`src/inc/txlvl_pkg.sv`:
```
// Behaviour
// - gen1 full-swing level, bits 4:0, reset 0x11
// - gen1 fine de-emphasis, bits 7:5, reset 0x4
// - gen2 -3.5dB level, bits 12:8, reset 0x17
// - gen2 -3.5dB fine de-emphasis, bits 15:13, reset 0x4
// - gen2 -6.0dB level, bits 20:16, reset 0x13
// - fine de-emphasis ignored in low-swing mode
// - writes reach only the chosen lane
// - all fields software-persistent on every lane
// - low swing when low-swing enable equals 0x1
package txlvl_pkg;

  // ----------------------------------------------------------------------
  // bus and lane geometry
  // ----------------------------------------------------------------------
  localparam int NUM_LANES_DEF = 16;
  localparam int LANE_SEL_W    = 4;
  localparam int ADDR_W        = 8;
  localparam int DATA_W        = 32;
  localparam int FIELDS_W      = 21;

  localparam logic [ADDR_W-1:0] TX_LVL_CTL1_OFS = 8'h00;

  // ----------------------------------------------------------------------
  // field layout and reset values
  // ----------------------------------------------------------------------
  localparam int LVL_G1_LSB   = 0;
  localparam int FINE_G1_LSB  = 5;
  localparam int LVL_G2L_LSB  = 8;
  localparam int FINE_G2L_LSB = 13;
  localparam int LVL_G2H_LSB  = 16;
  localparam int LVL_W        = 5;
  localparam int FINE_W       = 3;

  localparam logic [LVL_W-1:0]  LVL_G1_RST   = 5'h11;
  localparam logic [FINE_W-1:0] FINE_G1_RST  = 3'h4;
  localparam logic [LVL_W-1:0]  LVL_G2L_RST  = 5'h17;
  localparam logic [FINE_W-1:0] FINE_G2L_RST = 3'h4;
  localparam logic [LVL_W-1:0]  LVL_G2H_RST  = 5'h13;

  // port-side encodings
  localparam logic LOW_SWING_ON      = 1'h1;
  localparam logic DEEMPH_SEL_LIGHT  = 1'h1;
  localparam logic RATE_GEN2         = 1'h1;

  // ----------------------------------------------------------------------
  // types
  // ----------------------------------------------------------------------
  // packed so that the bit order matches the register word
  typedef struct packed {
    logic [LVL_W-1:0]  lvl_g2h;
    logic [FINE_W-1:0] fine_g2l;
    logic [LVL_W-1:0]  lvl_g2l;
    logic [FINE_W-1:0] fine_g1;
    logic [LVL_W-1:0]  lvl_g1;
  } lane_fields_t;

  localparam lane_fields_t LANE_FIELDS_RST = '{
    lvl_g2h:  LVL_G2H_RST,
    fine_g2l: FINE_G2L_RST,
    lvl_g2l:  LVL_G2L_RST,
    fine_g1:  FINE_G1_RST,
    lvl_g1:   LVL_G1_RST
  };

  typedef struct packed {
    logic              level_valid;
    logic [LVL_W-1:0]  level;
    logic              fine_valid;
    logic [FINE_W-1:0] fine;
  } drive_setting_t;

  typedef enum logic [1:0] {
    MODE_LOW_SWING   = 2'b00,
    MODE_GEN1        = 2'b01,
    MODE_GEN2_LIGHT  = 2'b10,
    MODE_GEN2_HEAVY  = 2'b11
  } drive_mode_t;

  // ----------------------------------------------------------------------
  // mode decode
  // ----------------------------------------------------------------------
  function automatic drive_mode_t drive_mode(input logic low_swing,
                                             input logic gen2,
                                             input logic deemph_sel);
    drive_mode_t m;
    if (low_swing == LOW_SWING_ON) begin
      m = MODE_LOW_SWING;
    end else if (gen2 != RATE_GEN2) begin
      m = MODE_GEN1;
    end else if (deemph_sel == DEEMPH_SEL_LIGHT) begin
      m = MODE_GEN2_LIGHT;
    end else begin
      m = MODE_GEN2_HEAVY;
    end
    return m;
  endfunction : drive_mode

endpackage : txlvl_pkg

```
`src/logic/lane_drive_select.sv`:
```
`timescale 1ns/1ps
module lane_drive_select
  import txlvl_pkg::*;
(
  // clock and reset
  input  wire logic           clk_i,
  input  wire logic           sys_rst_i,
  // stored fields and port state
  input  wire lane_fields_t   fields_i,
  input  wire logic           low_swing_i,
  input  wire logic           gen2_i,
  input  wire logic           deemph_sel_i,
  // analog steering
  output drive_setting_t      setting_o
);

  drive_mode_t    mode;
  drive_setting_t setting_d;
  drive_setting_t setting_q;

  assign mode = drive_mode(low_swing_i, gen2_i, deemph_sel_i);

  // ----------------------------------------------------------------------
  // setting selection
  // ----------------------------------------------------------------------
  always_comb begin
    setting_d = '0;
    case (mode)
      MODE_LOW_SWING: begin
        setting_d = '0;
      end
      MODE_GEN1: begin
        setting_d.level_valid = 1'b1;
        setting_d.level       = fields_i.lvl_g1;
        setting_d.fine_valid  = 1'b1;
        setting_d.fine        = fields_i.fine_g1;
      end
      MODE_GEN2_LIGHT: begin
        setting_d.level_valid = 1'b1;
        setting_d.level       = fields_i.lvl_g2l;
        setting_d.fine_valid  = 1'b1;
        setting_d.fine        = fields_i.fine_g2l;
      end
      MODE_GEN2_HEAVY: begin
        setting_d.level_valid = 1'b1;
        setting_d.level       = fields_i.lvl_g2h;
      end
      default: begin
        setting_d = '0;
      end
    endcase
  end

  always_ff @(posedge clk_i or posedge sys_rst_i) begin
    if (sys_rst_i) begin
      setting_q <= '0;
    end else begin
      setting_q <= setting_d;
    end
  end

  assign setting_o = setting_q;
endmodule : lane_drive_select

```
`src/logic/serdes_tx_lane_level_control.sv`:
```
`timescale 1ns/1ps
module serdes_tx_lane_level_control
  import txlvl_pkg::*;
#(
  parameter int LANES = NUM_LANES_DEF
)(
  // clock and reset
  input  wire logic                    clk_i,
  input  wire logic                    sys_rst_i,
  // register port
  input  wire logic [ADDR_W-1:0]       addr_i,
  input  wire logic [DATA_W-1:0]       wdata_i,
  input  wire logic                    wr_i,
  input  wire logic                    rd_i,
  output logic      [DATA_W-1:0]       rdata_o,
  // lane choice from the serdes control register
  input  wire logic [LANE_SEL_W-1:0]   lane_choice_i,
  // per-lane port state
  input  wire logic [LANES-1:0]        low_swing_enable_i,
  input  wire logic [LANES-1:0]        gen2_rate_i,
  input  wire logic [LANES-1:0]        deemph_select_i,
  // analog transmitter steering
  output drive_setting_t [LANES-1:0]   setting_o
);

  // ----------------------------------------------------------------------
  // elaboration check
  // ----------------------------------------------------------------------
  if (LANES < 1 || LANES > (1 << LANE_SEL_W)) begin : g_bad_lanes
    $error("LANES must lie between 1 and the lane-choice range");
  end

  // ----------------------------------------------------------------------
  // decode
  // ----------------------------------------------------------------------
  localparam logic [LANE_SEL_W:0] LANES_C = (LANE_SEL_W+1)'(LANES);

  // read word: fields in the low bits, reserved bits zero
  function automatic logic [DATA_W-1:0] pack_word(input lane_fields_t f);
    return {{(DATA_W-FIELDS_W){1'b0}}, f};
  endfunction : pack_word

  // true when the lane choice names lane idx
  function automatic logic picks_lane(input logic [LANE_SEL_W-1:0] c,
                                      input int                    idx);
    return (c == LANE_SEL_W'(idx));
  endfunction : picks_lane

  lane_fields_t              fields_q [LANES];
  logic [DATA_W-1:0]         rdata_d;
  logic [DATA_W-1:0]         rdata_q;
  wire                       addr_hit;
  wire                       lane_ok;
  wire                       wr_hit;
  wire                       rd_hit;
  wire  lane_fields_t        wr_fields;
  wire  lane_fields_t        chosen_fields;

  assign addr_hit  = (addr_i == TX_LVL_CTL1_OFS);
  assign lane_ok   = ({1'b0, lane_choice_i} < LANES_C);
  assign wr_hit    = wr_i && addr_hit && lane_ok;
  assign rd_hit    = rd_i && addr_hit && lane_ok;
  assign wr_fields = lane_fields_t'(wdata_i[FIELDS_W-1:0]);
  assign chosen_fields = lane_ok ? fields_q[lane_choice_i] : LANE_FIELDS_RST;

  // reserved bits and unmapped reads return zero
  assign rdata_d = rd_hit ? pack_word(chosen_fields) : '0;

  // ----------------------------------------------------------------------
  // per-lane field storage
  // ----------------------------------------------------------------------
  for (genvar l = 0; l < LANES; l++) begin : g_lane
    wire lane_wr;
    assign lane_wr = wr_hit && picks_lane(lane_choice_i, l);

    always_ff @(posedge clk_i or posedge sys_rst_i) begin
      if (sys_rst_i) begin
        fields_q[l] <= LANE_FIELDS_RST;
      end else if (lane_wr) begin
        fields_q[l] <= wr_fields;
      end
    end

    lane_drive_select u_select (
      .clk_i        (clk_i),
      .sys_rst_i    (sys_rst_i),
      .fields_i     (fields_q[l]),
      .low_swing_i  (low_swing_enable_i[l]),
      .gen2_i       (gen2_rate_i[l]),
      .deemph_sel_i (deemph_select_i[l]),
      .setting_o    (setting_o[l])
    );
  end

  // ----------------------------------------------------------------------
  // read data
  // ----------------------------------------------------------------------
  always_ff @(posedge clk_i or posedge sys_rst_i) begin
    if (sys_rst_i) begin
      rdata_q <= '0;
    end else begin
      rdata_q <= rdata_d;
    end
  end

  assign rdata_o = rdata_q;

  // ----------------------------------------------------------------------
  // checks
  // ----------------------------------------------------------------------
  lane_fields_t          prev_q [LANES];
  logic [LANE_SEL_W-1:0] prev_choice_q;
  logic                  prev_wr_q;
  logic                  after_rst_q;
  logic [LANES-1:0]      kept;
  logic [LANES-1:0]      same;

  always_ff @(posedge clk_i or posedge sys_rst_i) begin
    if (sys_rst_i) begin
      prev_choice_q <= '0;
      prev_wr_q     <= 1'b0;
      after_rst_q   <= 1'b1;
    end else begin
      prev_choice_q <= lane_choice_i;
      prev_wr_q     <= wr_hit;
      after_rst_q   <= 1'b0;
    end
  end

  for (genvar k = 0; k < LANES; k++) begin : g_prev
    always_ff @(posedge clk_i or posedge sys_rst_i) begin
      if (sys_rst_i) begin
        prev_q[k] <= LANE_FIELDS_RST;
      end else begin
        prev_q[k] <= fields_q[k];
      end
    end
    assign same[k] = (fields_q[k] == prev_q[k]);
    assign kept[k] = same[k] || (prev_wr_q && picks_lane(prev_choice_q, k));

  end
endmodule : serdes_tx_lane_level_control

```
`config.mk`:
```
export PLATFORM = sky130hd
export DESIGN_NAME = serdes_tx_lane_level_control
export DESIGN_NICKNAME = d
export VERILOG_FILES = /design/src/inc/txlvl_pkg.sv /design/src/logic/lane_drive_select.sv /design/src/logic/serdes_tx_lane_level_control.sv
export SDC_FILE = /design/constraint.sdc
export NUM_CORES = 1
export LEC_CHECK = 0
export BUFFER_PORTS_ARGS = -buffer_cell sky130_fd_sc_hd__buf_2
export CORE_UTILIZATION = 58
export CTS_CLUSTER_SIZE = 30
export DETAILED_ROUTE_END_ITERATION = 7
export PLACE_DENSITY = 0.84
export SETUP_SLACK_MARGIN = 0.02
export SYNTH_ARGS = -nofsm -noshare
export SYNTH_HDL_FRONTEND = slang
export SYNTH_SLANG_ARGS = --single-unit
```
`constraint.sdc`:
```
create_clock -name clk_i -period 22.6 [get_ports clk_i]
set_input_delay 4.52 -clock clk_i [delete_from_list [all_inputs] [get_ports clk_i]]
set_output_delay 4.52 -clock clk_i [all_outputs]
set_load 0.01 [all_outputs]
```
# Word-level counts from Yosys, hierarchy flattened
# Cells that the tools add are included.
[word_totals]
reg_bits = 517
in_bits = 96
[classes]
magnitude_cmp = 1
n_eq_ne = 63
muxes = 84
n_bitwise = 1
n_reduce_logical = 36
[ops]
columns = ["cell", "n"]
rows = [
  ["one-hot mux 6 bit (4 select lines)", 16],
  ["one-hot mux 4 bit (2 select lines)", 16],
  ["binary-select mux 21 bit (select 4 bit)", 1],
  ["equality test 2 bit, second input constant", 32],
  ["2-to-1 mux 2 bit", 32],
  ["2-to-1 mux 21 bit", 3],
  ["equality test 2 x 1 -> 1 bit, second input constant", 16],
  ["equality test 4 bit, second input constant", 8],
  ["zero test 2 bit", 16],
  ["logical AND 1 bit", 18],
  ["equality test 4 x 3 -> 1 bit, second input constant", 4],
  ["2-to-1 mux 1 bit", 16],
  ["equality test 4 x 2 -> 1 bit, second input constant", 2],
  ["zero test 8 bit", 1],
  [">= comparator 5 bit, second input constant", 1],
  ["NOT 4 -> 5 bit", 1],
  ["equality test 4 x 1 -> 1 bit, second input constant", 1],
  ["zero test 4 bit", 1],
]

# Depth between registers and ports, before layout
# Gate-level depths: netlist of run 1.
[logic_depth]
ltp_word = 5
mapped_depth = 6

# By module
# Synthesis of run 1 repeated with hierarchy kept, for this count alone.
[unflattened]
cells_unflattened = 1661
area_unflattened_um2 = 23522.6
[by_module_without_submodules]
columns = ["module", "instances", "cells_per_inst", "area_each_um2", "seq_area_each_um2"]
rows = [
  ["serdes_tx_lane_level_control", 1, 989, 16155.5, 9153.8],
  ["lane_drive_select", 16, 42, 460.4, 250.2],
]

# Worst setup path before layout of run 1
# Ideal clock, no wire load.
[synth_path]
path_type = "input -> register"
start = "in addr_i[4]"
end = "reg fields_q[76] (netlist bit)"
t_arrival_ps = 6305
required_time_ps = 22475
path_slack_ps = 16171
path_stages = 5
cell_sequence = "or4b_4 nor3_1 nor3b_2 buf_4 mux2_2"
[synth_between]
elab_chain_cells = 3
[synth_lines]
columns = ["item", "line", "source"]
rows = [
  ["start: declaration", "serdes_tx_lane_level_control.sv:11", "input wire logic [ADDR_W-1:0] addr_i,"],
  ["zero test 8 bit", "serdes_tx_lane_level_control.sv:59", "assign addr_hit = (addr_i == TX_LVL_CTL1_OFS);"],
  ["logical AND 1 bit", "serdes_tx_lane_level_control.sv:61", "assign wr_hit = wr_i && addr_hit && lane_ok;"],
  ["logical AND 1 bit", "serdes_tx_lane_level_control.sv:74", "assign lane_wr = wr_hit && picks_lane(lane_choice_i, l);"],
  ["end signal: indexed assignment", "serdes_tx_lane_level_control.sv:80", "fields_q[l] <= wr_fields;"],
  ["end: declaration", "serdes_tx_lane_level_control.sv:49", "lane_fields_t fields_q [LANES];"],
]
# Every way passes these cells.
# A chain may end at the register's enable or synchronous reset.

# Worst setup path after layout of run 1
[layout_path]
start = "in lane_choice_i[1]"
end = "reg fields_q[276] (netlist bit)"
[layout_between]
elab_chain_cells = 2
[layout_lines]
columns = ["item", "line", "source"]
rows = [
  ["start: declaration", "serdes_tx_lane_level_control.sv:17", "input wire logic [LANE_SEL_W-1:0] lane_choice_i,"],
  ["equality test 4 x 2 -> 1 bit", "serdes_tx_lane_level_control.sv:46", "return (c == LANE_SEL_W'(idx));"],
  ["logical AND 1 bit", "serdes_tx_lane_level_control.sv:74", ""],
]
# Every way passes these cells.

==> metrics, run 1 <==
antenna-violating nets left=0; Crit Reg-Reg Endpoint=rdata_o[6]$_DFF_PP0_; worst hold start=fields_q[322]$_DFFE_PP1P_; DIE AREA=40910 sq um; First-pass DRT Iterations=5; via count=14690; first-pass GRT wire length=95.29 mm; Comb pwr share=6.0%; hold slack=between 0.5 and 0.6 ns; Post-Synthesis Cells=~1600; Internal Pwr Total=~1.5 mW; final instance area=roughly 26000 sq um; DRC viols=0; syn avg cell area=14.33 sq um; initial antenna violation count=8; r2r worst-path depth=3; hold path depth=2; yosys warns=0; unrepaired setup endpoints after global routing=false; largest area contributor in the netlist=dfrtp_1; most used cell, CP=buf_4; sequential cell area=13160 sq um; fmax=~0.14 GHz; share of power burned in the clock network=between 40 and 50%; clk root buf=clkbuf_16; fin cells=2369; Initial Util=59.49%; final worst clock skew=0.01795 ns; placed cell area=24680 sq um; Final period util=32.66%; Crit path arrival time=7.85 ns; Routed WL=63.82 mm; CTS H-tree depth=2; most common flop cell mapped by yosys=dfrtp_1; PostCTS Resize Cnt=0; number of synthesized flops with an enable pin=0; largest net degree at the start of global routing=180; clk slew on worst S/H paths=0.06 ns; Iter 0 DRT Violations=between 1000 and 1500; max_cap viols=0; kind of critical path=in -> reg; hold buffers post-CTS=0; endpoints failing hold=0; Filler cells=~2700; Synth area leaders=dfrtp_1 37%, dfstp_2 20%, mux2_2 13%, mux4_2 8.1%, mux2i_1 5.3%; count leader, synth=dfrtp_1; worst reg2reg setup slack=20.73 ns; Routability Congestion=0.8885; Max rail drop VDD=50.83 uV; highest fanout seen on the critical path=53; die height=202.3 um; crit end category=register; power per cell area=74.13 nW/um^2; sequential power share=48.1%; sequential area share after synthesis=56.57%; clk_lat worst skew=0.60 ns; I/O pins=288; Setup Total Neg Slack=0 ns; HPWL after DPL=41.78 mm; CTS max path bufs=3; worst-margin pin slew=~1.2 ns; post-synth design cell area=about 23000 sq um; CTS buffer count=52; top cells by count, synth=341 x dfrtp_1, 268 x mux2_2, 176 x dfstp_2, 122 x mux2i_1, 100 x clkbuf_1; Max-Slew Margin vs Limit=18.70%; synthesis-stage register bit count=approximately 520; crit-path leading delay family=buffers and inverters; CTS Sinks=517; final core occ=67.72%; Yosys cell types=32; die width=~200 um; Final setup viols=0; LEAKAGE=12.69 nW; number of I/O port buffers=265; Slew Limit Fails=0; worst path cell trace=buf_4 -> buf_4 -> nand3_1 -> mux2_2; switching fraction of total power=22.85%; vias per cell=6.201; Hold Path Class=reg -> reg; gr ovfl total=0; worst endpoint required time=23.07 ns; CTS tree=done; Core Rows=72; status=completed; nets=about 1900; Final min period=roughly 7.4 ns; critical path's slowest cell=nand3_1; hold path endpoint=g_lane[0].u_select.setting_o[2]$_DFF_PP0_; CORE AREA=39100 sq um; GR Util All Layers=31.62%; worst path buffer plus inverter count=2; Startpoint Class=primary input; ys async rst share=100.0%; WL per Instance=26.94 um; footprint of the multi-input gates=9294 sq um; worst reg2reg startpoint=fields_q[6]$_DFFE_PP0P_; Crit path largest cell delay=1.10 ns; P&R area growth vs syn=13.84%; setup repair bufs after CTS=0; placed instance count=around 2300; vias in the first global route=15250; area share of the largest cell type after synthesis=36.69%; layout cells sized above 1=51.84%; switching power of the nets=0.4485 mW
-- metrics by stage --
| step | setup slack (ns) | power [mW] |
|---|---|---|
| 6_report | 15.22 | 1.963 |
| 5_1_grt | 14.95 | 2.022 |
| 4_1_cts | 15.15 | 1.974 |
| 3_5_place_dp | 14.52 | 1.076 |
| 3_3_place_gp | 14.61 | 1.073 |
| 2_1_floorplan | 3.930 | 1.030 |
-- state kept, by name, indices dropped and copies added (netlist names) --
name / flops
fields_q: 336
g_lane.u_select.setting_o: 160
rdata_o: 21
-- power groups by stage --
stage	Combinational (mW)	Sequential, mW	Clock (mW)
4_1_cts	0.117	0.944	0.912
2_1_floorplan	0.0664	0.964	0
3_3_place_gp	0.114	0.959	0
3_5_place_dp	0.117	0.960	0
5_1_grt	0.125	0.945	0.952
6_report	0.117	0.944	0.901
-- per-layer routing --
metal  vias to the layer above  share of wire, %  track usage, %
li1                       6239                 -               -
met1                      7620                38           41.03
met2                       671                48           50.54
met3                       147               9.3           8.707
met4                        12               4.2           12.78
met5                         -              0.13               0
-- worst min-delay path, cell delays in order (launching register included) --
cell and delay (ns):
dfstp_2 0.37, nand2b_1 0.06, a21oi_1 0.06
-- final cells by class --
type	instances	share of cell area, %
Antenna cell	1	0.009451
Timing Repair Buffer	279	5.472
Clock inverter	16	0.8932
Multi-Input combinational cell	925	35.10
Tap cell	518	2.448
Sequential cell	517	49.70
Clock buffer	80	5.883
Inverter	33	0.4962
-- placed cells by master, fill, tap and decap left out, drive strengths merged, types with 4 or more instances in the layout --
cell type  count
dfrtp        341
mux2         336
buf          279
dfstp        176
mux2i        122
mux4          84
nor2          82
a211oi        80
clkbuf        80
a21oi         64
nand3         53
nand2b        48
inv           33
o22ai         21
conb          11
clkinv         9
bufinv         6
or3b           4
nand4          4
-- worst max path at each step --
stage	start	end	slack (ns)	cells past startpoint
global placement	lane_choice_i[1]	fields_q[110]$_DFFE_PP0P_	14.61	4
finish	lane_choice_i[1]	fields_q[276]$_DFFE_PP0P_	15.22	4
floorplan	sys_rst_i	fields_q[102]$_DFFE_PP0P_	3.93	1
detailed placement	lane_choice_i[1]	fields_q[107]$_DFFE_PP0P_	14.52	4
global route	lane_choice_i[1]	fields_q[276]$_DFFE_PP0P_	14.95	4
CTS	lane_choice_i[1]	fields_q[107]$_DFFE_PP0P_	15.15	4
-- kinds of logic after synthesis --
kind of cell | Yosys count | share of synthesized area, %
DFF | 517 | 56.57
other | 1 | 0.01612
buffers and inverters | 191 | 3.653
AOI/OAI and AO/OA | 165 | 4.524
and+or+nand+nor | 207 | 4.616
muxes | 542 | 30.62
Power figures use the tool's default switching activity.
==> run 2: changes to the inputs <==
Settings changed: ABC_AREA from default to 1.
Clock period 22.6 ns to 7 ns, I/O delays scaled along.
==> metrics, run 2 <==
highest fanout seen on the critical path=84 (was 53); CTS tree=done (unchanged); Hold Path Class=reg -> reg (unchanged); via count=20520 (was 14690); crit end category=register (unchanged); clk root buf=clkbuf_16 (unchanged); LEAKAGE=13.30 nW (was 12.69 nW); vias in the first global route=19340 (was 15250); antenna-violating nets left=0 (unchanged); clk slew on worst S/H paths=0.06 ns (about the same); kind of critical path=in -> reg (unchanged); die width=201.8 um (was 202.3 um); Routed WL=71.28 mm (was 63.82 mm); most frequent cells in the layout=1454 x nand2_1, 341 x dfrtp_1, 264 x buf_2 (was 341 x dfrtp_1, 268 x mux2_2, 263 x buf_2); First-pass DRT Iterations=6 (was 5); Yosys cell types=25 (was 32); sequential area share after synthesis=56.81% (was 56.57%); status=completed (unchanged); CORE AREA=39010 sq um (was 39100 sq um); synthesis-stage register bit count=517 (unchanged); Max-Slew Margin vs Limit=21.84% (was 18.70%); Final min period=3.416 ns; largest area contributor in the netlist=dfrtp_1 (unchanged); DIE AREA=40740 sq um (was 40910 sq um); Slew Limit Fails=0 (unchanged); met1 wire length=27.04 mm (was 24.37 mm); CTS H-tree depth=2 (unchanged); Crit path arrival time=3.91 ns (was 7.85 ns); largest net degree at the start of global routing=204 (was 180); power per cell area=244.5 nW/um^2 (was 74.13 nW/um^2); CTS buffer count=51 (was 52); Biggest register=fields_q (unchanged); hold buffers post-CTS=0 (unchanged); gr ovfl total=0 (unchanged); worst hold start=fields_q[155]$_DFFE_PP1P_ (was fields_q[322]$_DFFE_PP1P_); Setup Total Neg Slack=0 ns (unchanged); HPWL after DPL=46.40 mm (was 41.78 mm); ys async rst share=100.0% (unchanged); area share of the largest cell type after synthesis=36.84% (was 36.69%); CP Launch Point=lane_choice_i[0] (was lane_choice_i[1]); Routability Congestion=1.022 (was 0.8885); WL met2=32.78 mm (was 30.79 mm); vias per cell=5.766 (was 6.201); setup repair bufs after CTS=0 (unchanged); nets=3092 (was 1904); number of synthesized flops with an enable pin=0 (unchanged); Max rail drop VDD=222.7 uV (was 50.83 uV); worst-margin pin slew=1.172 ns (was 1.216 ns); CTS Sinks=517 (unchanged); yosys warns=0 (unchanged); commonest non-fill, non-tap cell in the layout=nand2_1 (was dfrtp_1); Filler cells=3095 (was 2739); Synth area leaders=dfrtp_1 37%, nand2_1 24%, dfstp_2 20%, o21ai_1 4.5%, o21ai_0 3.1% (was dfrtp_1 37%, dfstp_2 20%, mux2_2 13%, mux4_2 8.1%, mux2i_1 5.3%); Core Rows=72 (unchanged); GR Util All Layers=35.31% (was 31.62%); die height=201.8 um (was 202.3 um); Final setup viols=0 (unchanged); P&R area growth vs syn=13.23% (was 13.84%); Final period util=48.80%; Power, Total=6.412 mW (was 1.963 mW); footprint of the multi-input gates=8813 sq um (was 9294 sq um); fmax=~0.3 GHz; top cells by count, synth=1454 x nand2_1, 341 x dfrtp_1, 210 x o21ai_1, 176 x dfstp_2, 145 x o21ai_0 (was 341 x dfrtp_1, 268 x mux2_2, 176 x dfstp_2, 122 x mux2i_1, 100 x clkbuf_1); Max Used Layer=met5 (unchanged); PostCTS Resize Cnt=0 (unchanged); r2r worst-path depth=8 (was 3); unrepaired setup endpoints after global routing=false (unchanged); first-pass GRT wire length=109.3 mm (was 95.29 mm); post-synth design cell area=23160 sq um (was 23260 sq um); Iter 0 DRT Violations=2610 (was 1246); hold path depth=2 (unchanged); max_cap viols=0 (unchanged); most common flop cell mapped by yosys=dfrtp_1 (unchanged); number of I/O port buffers=265 (unchanged); Post-Synthesis Cells=2822 (was 1623); clk_lat worst skew=0.60 ns (about the same); DRC viols=0 (unchanged); Startpoint Class=primary input (unchanged); Initial Util=59.38% (was 59.49%); Largest register FFs=336 (unchanged); endpoints failing hold=0 (unchanged); count leader, synth=nand2_1 (was dfrtp_1); WL per Instance=20.03 um (was 26.94 um); worst reg2reg startpoint=fields_q[168]$_DFFE_PP1P_ (was fields_q[6]$_DFFE_PP0P_); worst endpoint required time=7.49 ns (was 23.07 ns); CTS max path bufs=3 (unchanged); final worst clock skew=0.01205 ns (was 0.01795 ns); WL met3=7.530 mm (was 5.926 mm); layout cells sized above 1=18.37% (was 51.84%); syn avg cell area=8.208 sq um (was 14.33 sq um); I/O pins=288 (unchanged); sequential cell area=13160 sq um (unchanged); initial antenna violation count=5 (was 8)
-- run 2: changes by cell type after synthesis, moves of 84 or more --
cell / before / now
mux2i_1: 122 / 0
o21ai_0: 0 / 145
mux2_2: 268 / 0
mux4_2: 84 / 0
o21ai_1: 0 / 210
nand2_1: 1 / 1454
-- run 2: critical path, stage by stage --
cell     delay [ns]
buf_4          0.13
buf_4          0.75
nand2_1        0.30
nor2_1         0.22
nand3_2        0.61
o21ai_0        0.45
-- run 2: metrics by stage --
step | cell area [sq um] | setup WS [ns] | cells | hold slack, ns | utilization (%)
floorplan | 23200 | -1.279 | 2832 | 0.4501 | -
global placement | 24330 | 3.154 | 3461 | 0.4611 | 62.38
detailed placement | 24330 | 3.095 | 3461 | 0.4680 | 62.38
CTS | 26220 | 3.721 | 3556 | 0.4780 | 67.22
global route | 26220 | 3.346 | 3556 | 0.4933 | 67.22
finish | 26230 | 3.584 | 3558 | 0.4794 | 67.24
-- run 2: cell families after synthesis --
group / synth area share (%)
compound gates: 10.03
buf+inv: 5.305
flops: 56.81
other cells: 0.01619
simple gates: 27.84
-- run 2: worst paths after layout --
kind / endpoint / slack [ns]
max reg2reg: rdata_o[0]$_DFF_PP0_ / 5.39
min reg2reg: fields_q[155]$_DFFE_PP1P_ / 0.48
max in group asynchronous: rdata_o[19]$_DFF_PP0_ / 4.33
max: fields_q[314]$_DFFE_PP1P_ / 3.58
min in group asynchronous: g_lane[12].u_select.setting_o[3]$_DFF_PP0_ / 0.92
min: fields_q[155]$_DFFE_PP1P_ / 0.48
-- run 2: area by class of cell --
| class | count | share of cell area (%) |
|---|---|---|
| Sequential cell | 517 | 50.17 |
| Multi-Input combinational cell | 2079 | 33.60 |
| Clock buffer | 67 | 5.524 |
| Timing Repair Buffer | 276 | 5.477 |
| Tap cell | 518 | 2.471 |
| Clock inverter | 28 | 1.684 |
| Inverter | 71 | 1.054 |
| Antenna cell | 2 | 0.01908 |
-- run 2: metal layers --
layer | up-vias | GRT usage, %
met5 | - | 0
met2 | 1250 | 55.12
li1 | 9263 | -
met1 | 9756 | 46.90
met3 | 242 | 7.272
met4 | 4 | 18.29
-- run 2: where the power goes --
group          total [mW]  internal [mW]  switching (mW)
Combinational       0.315         0.0502           0.265
Sequential           3.03           3.02          0.0108
Clock                3.07           1.87            1.20
Total                6.41           4.94            1.48
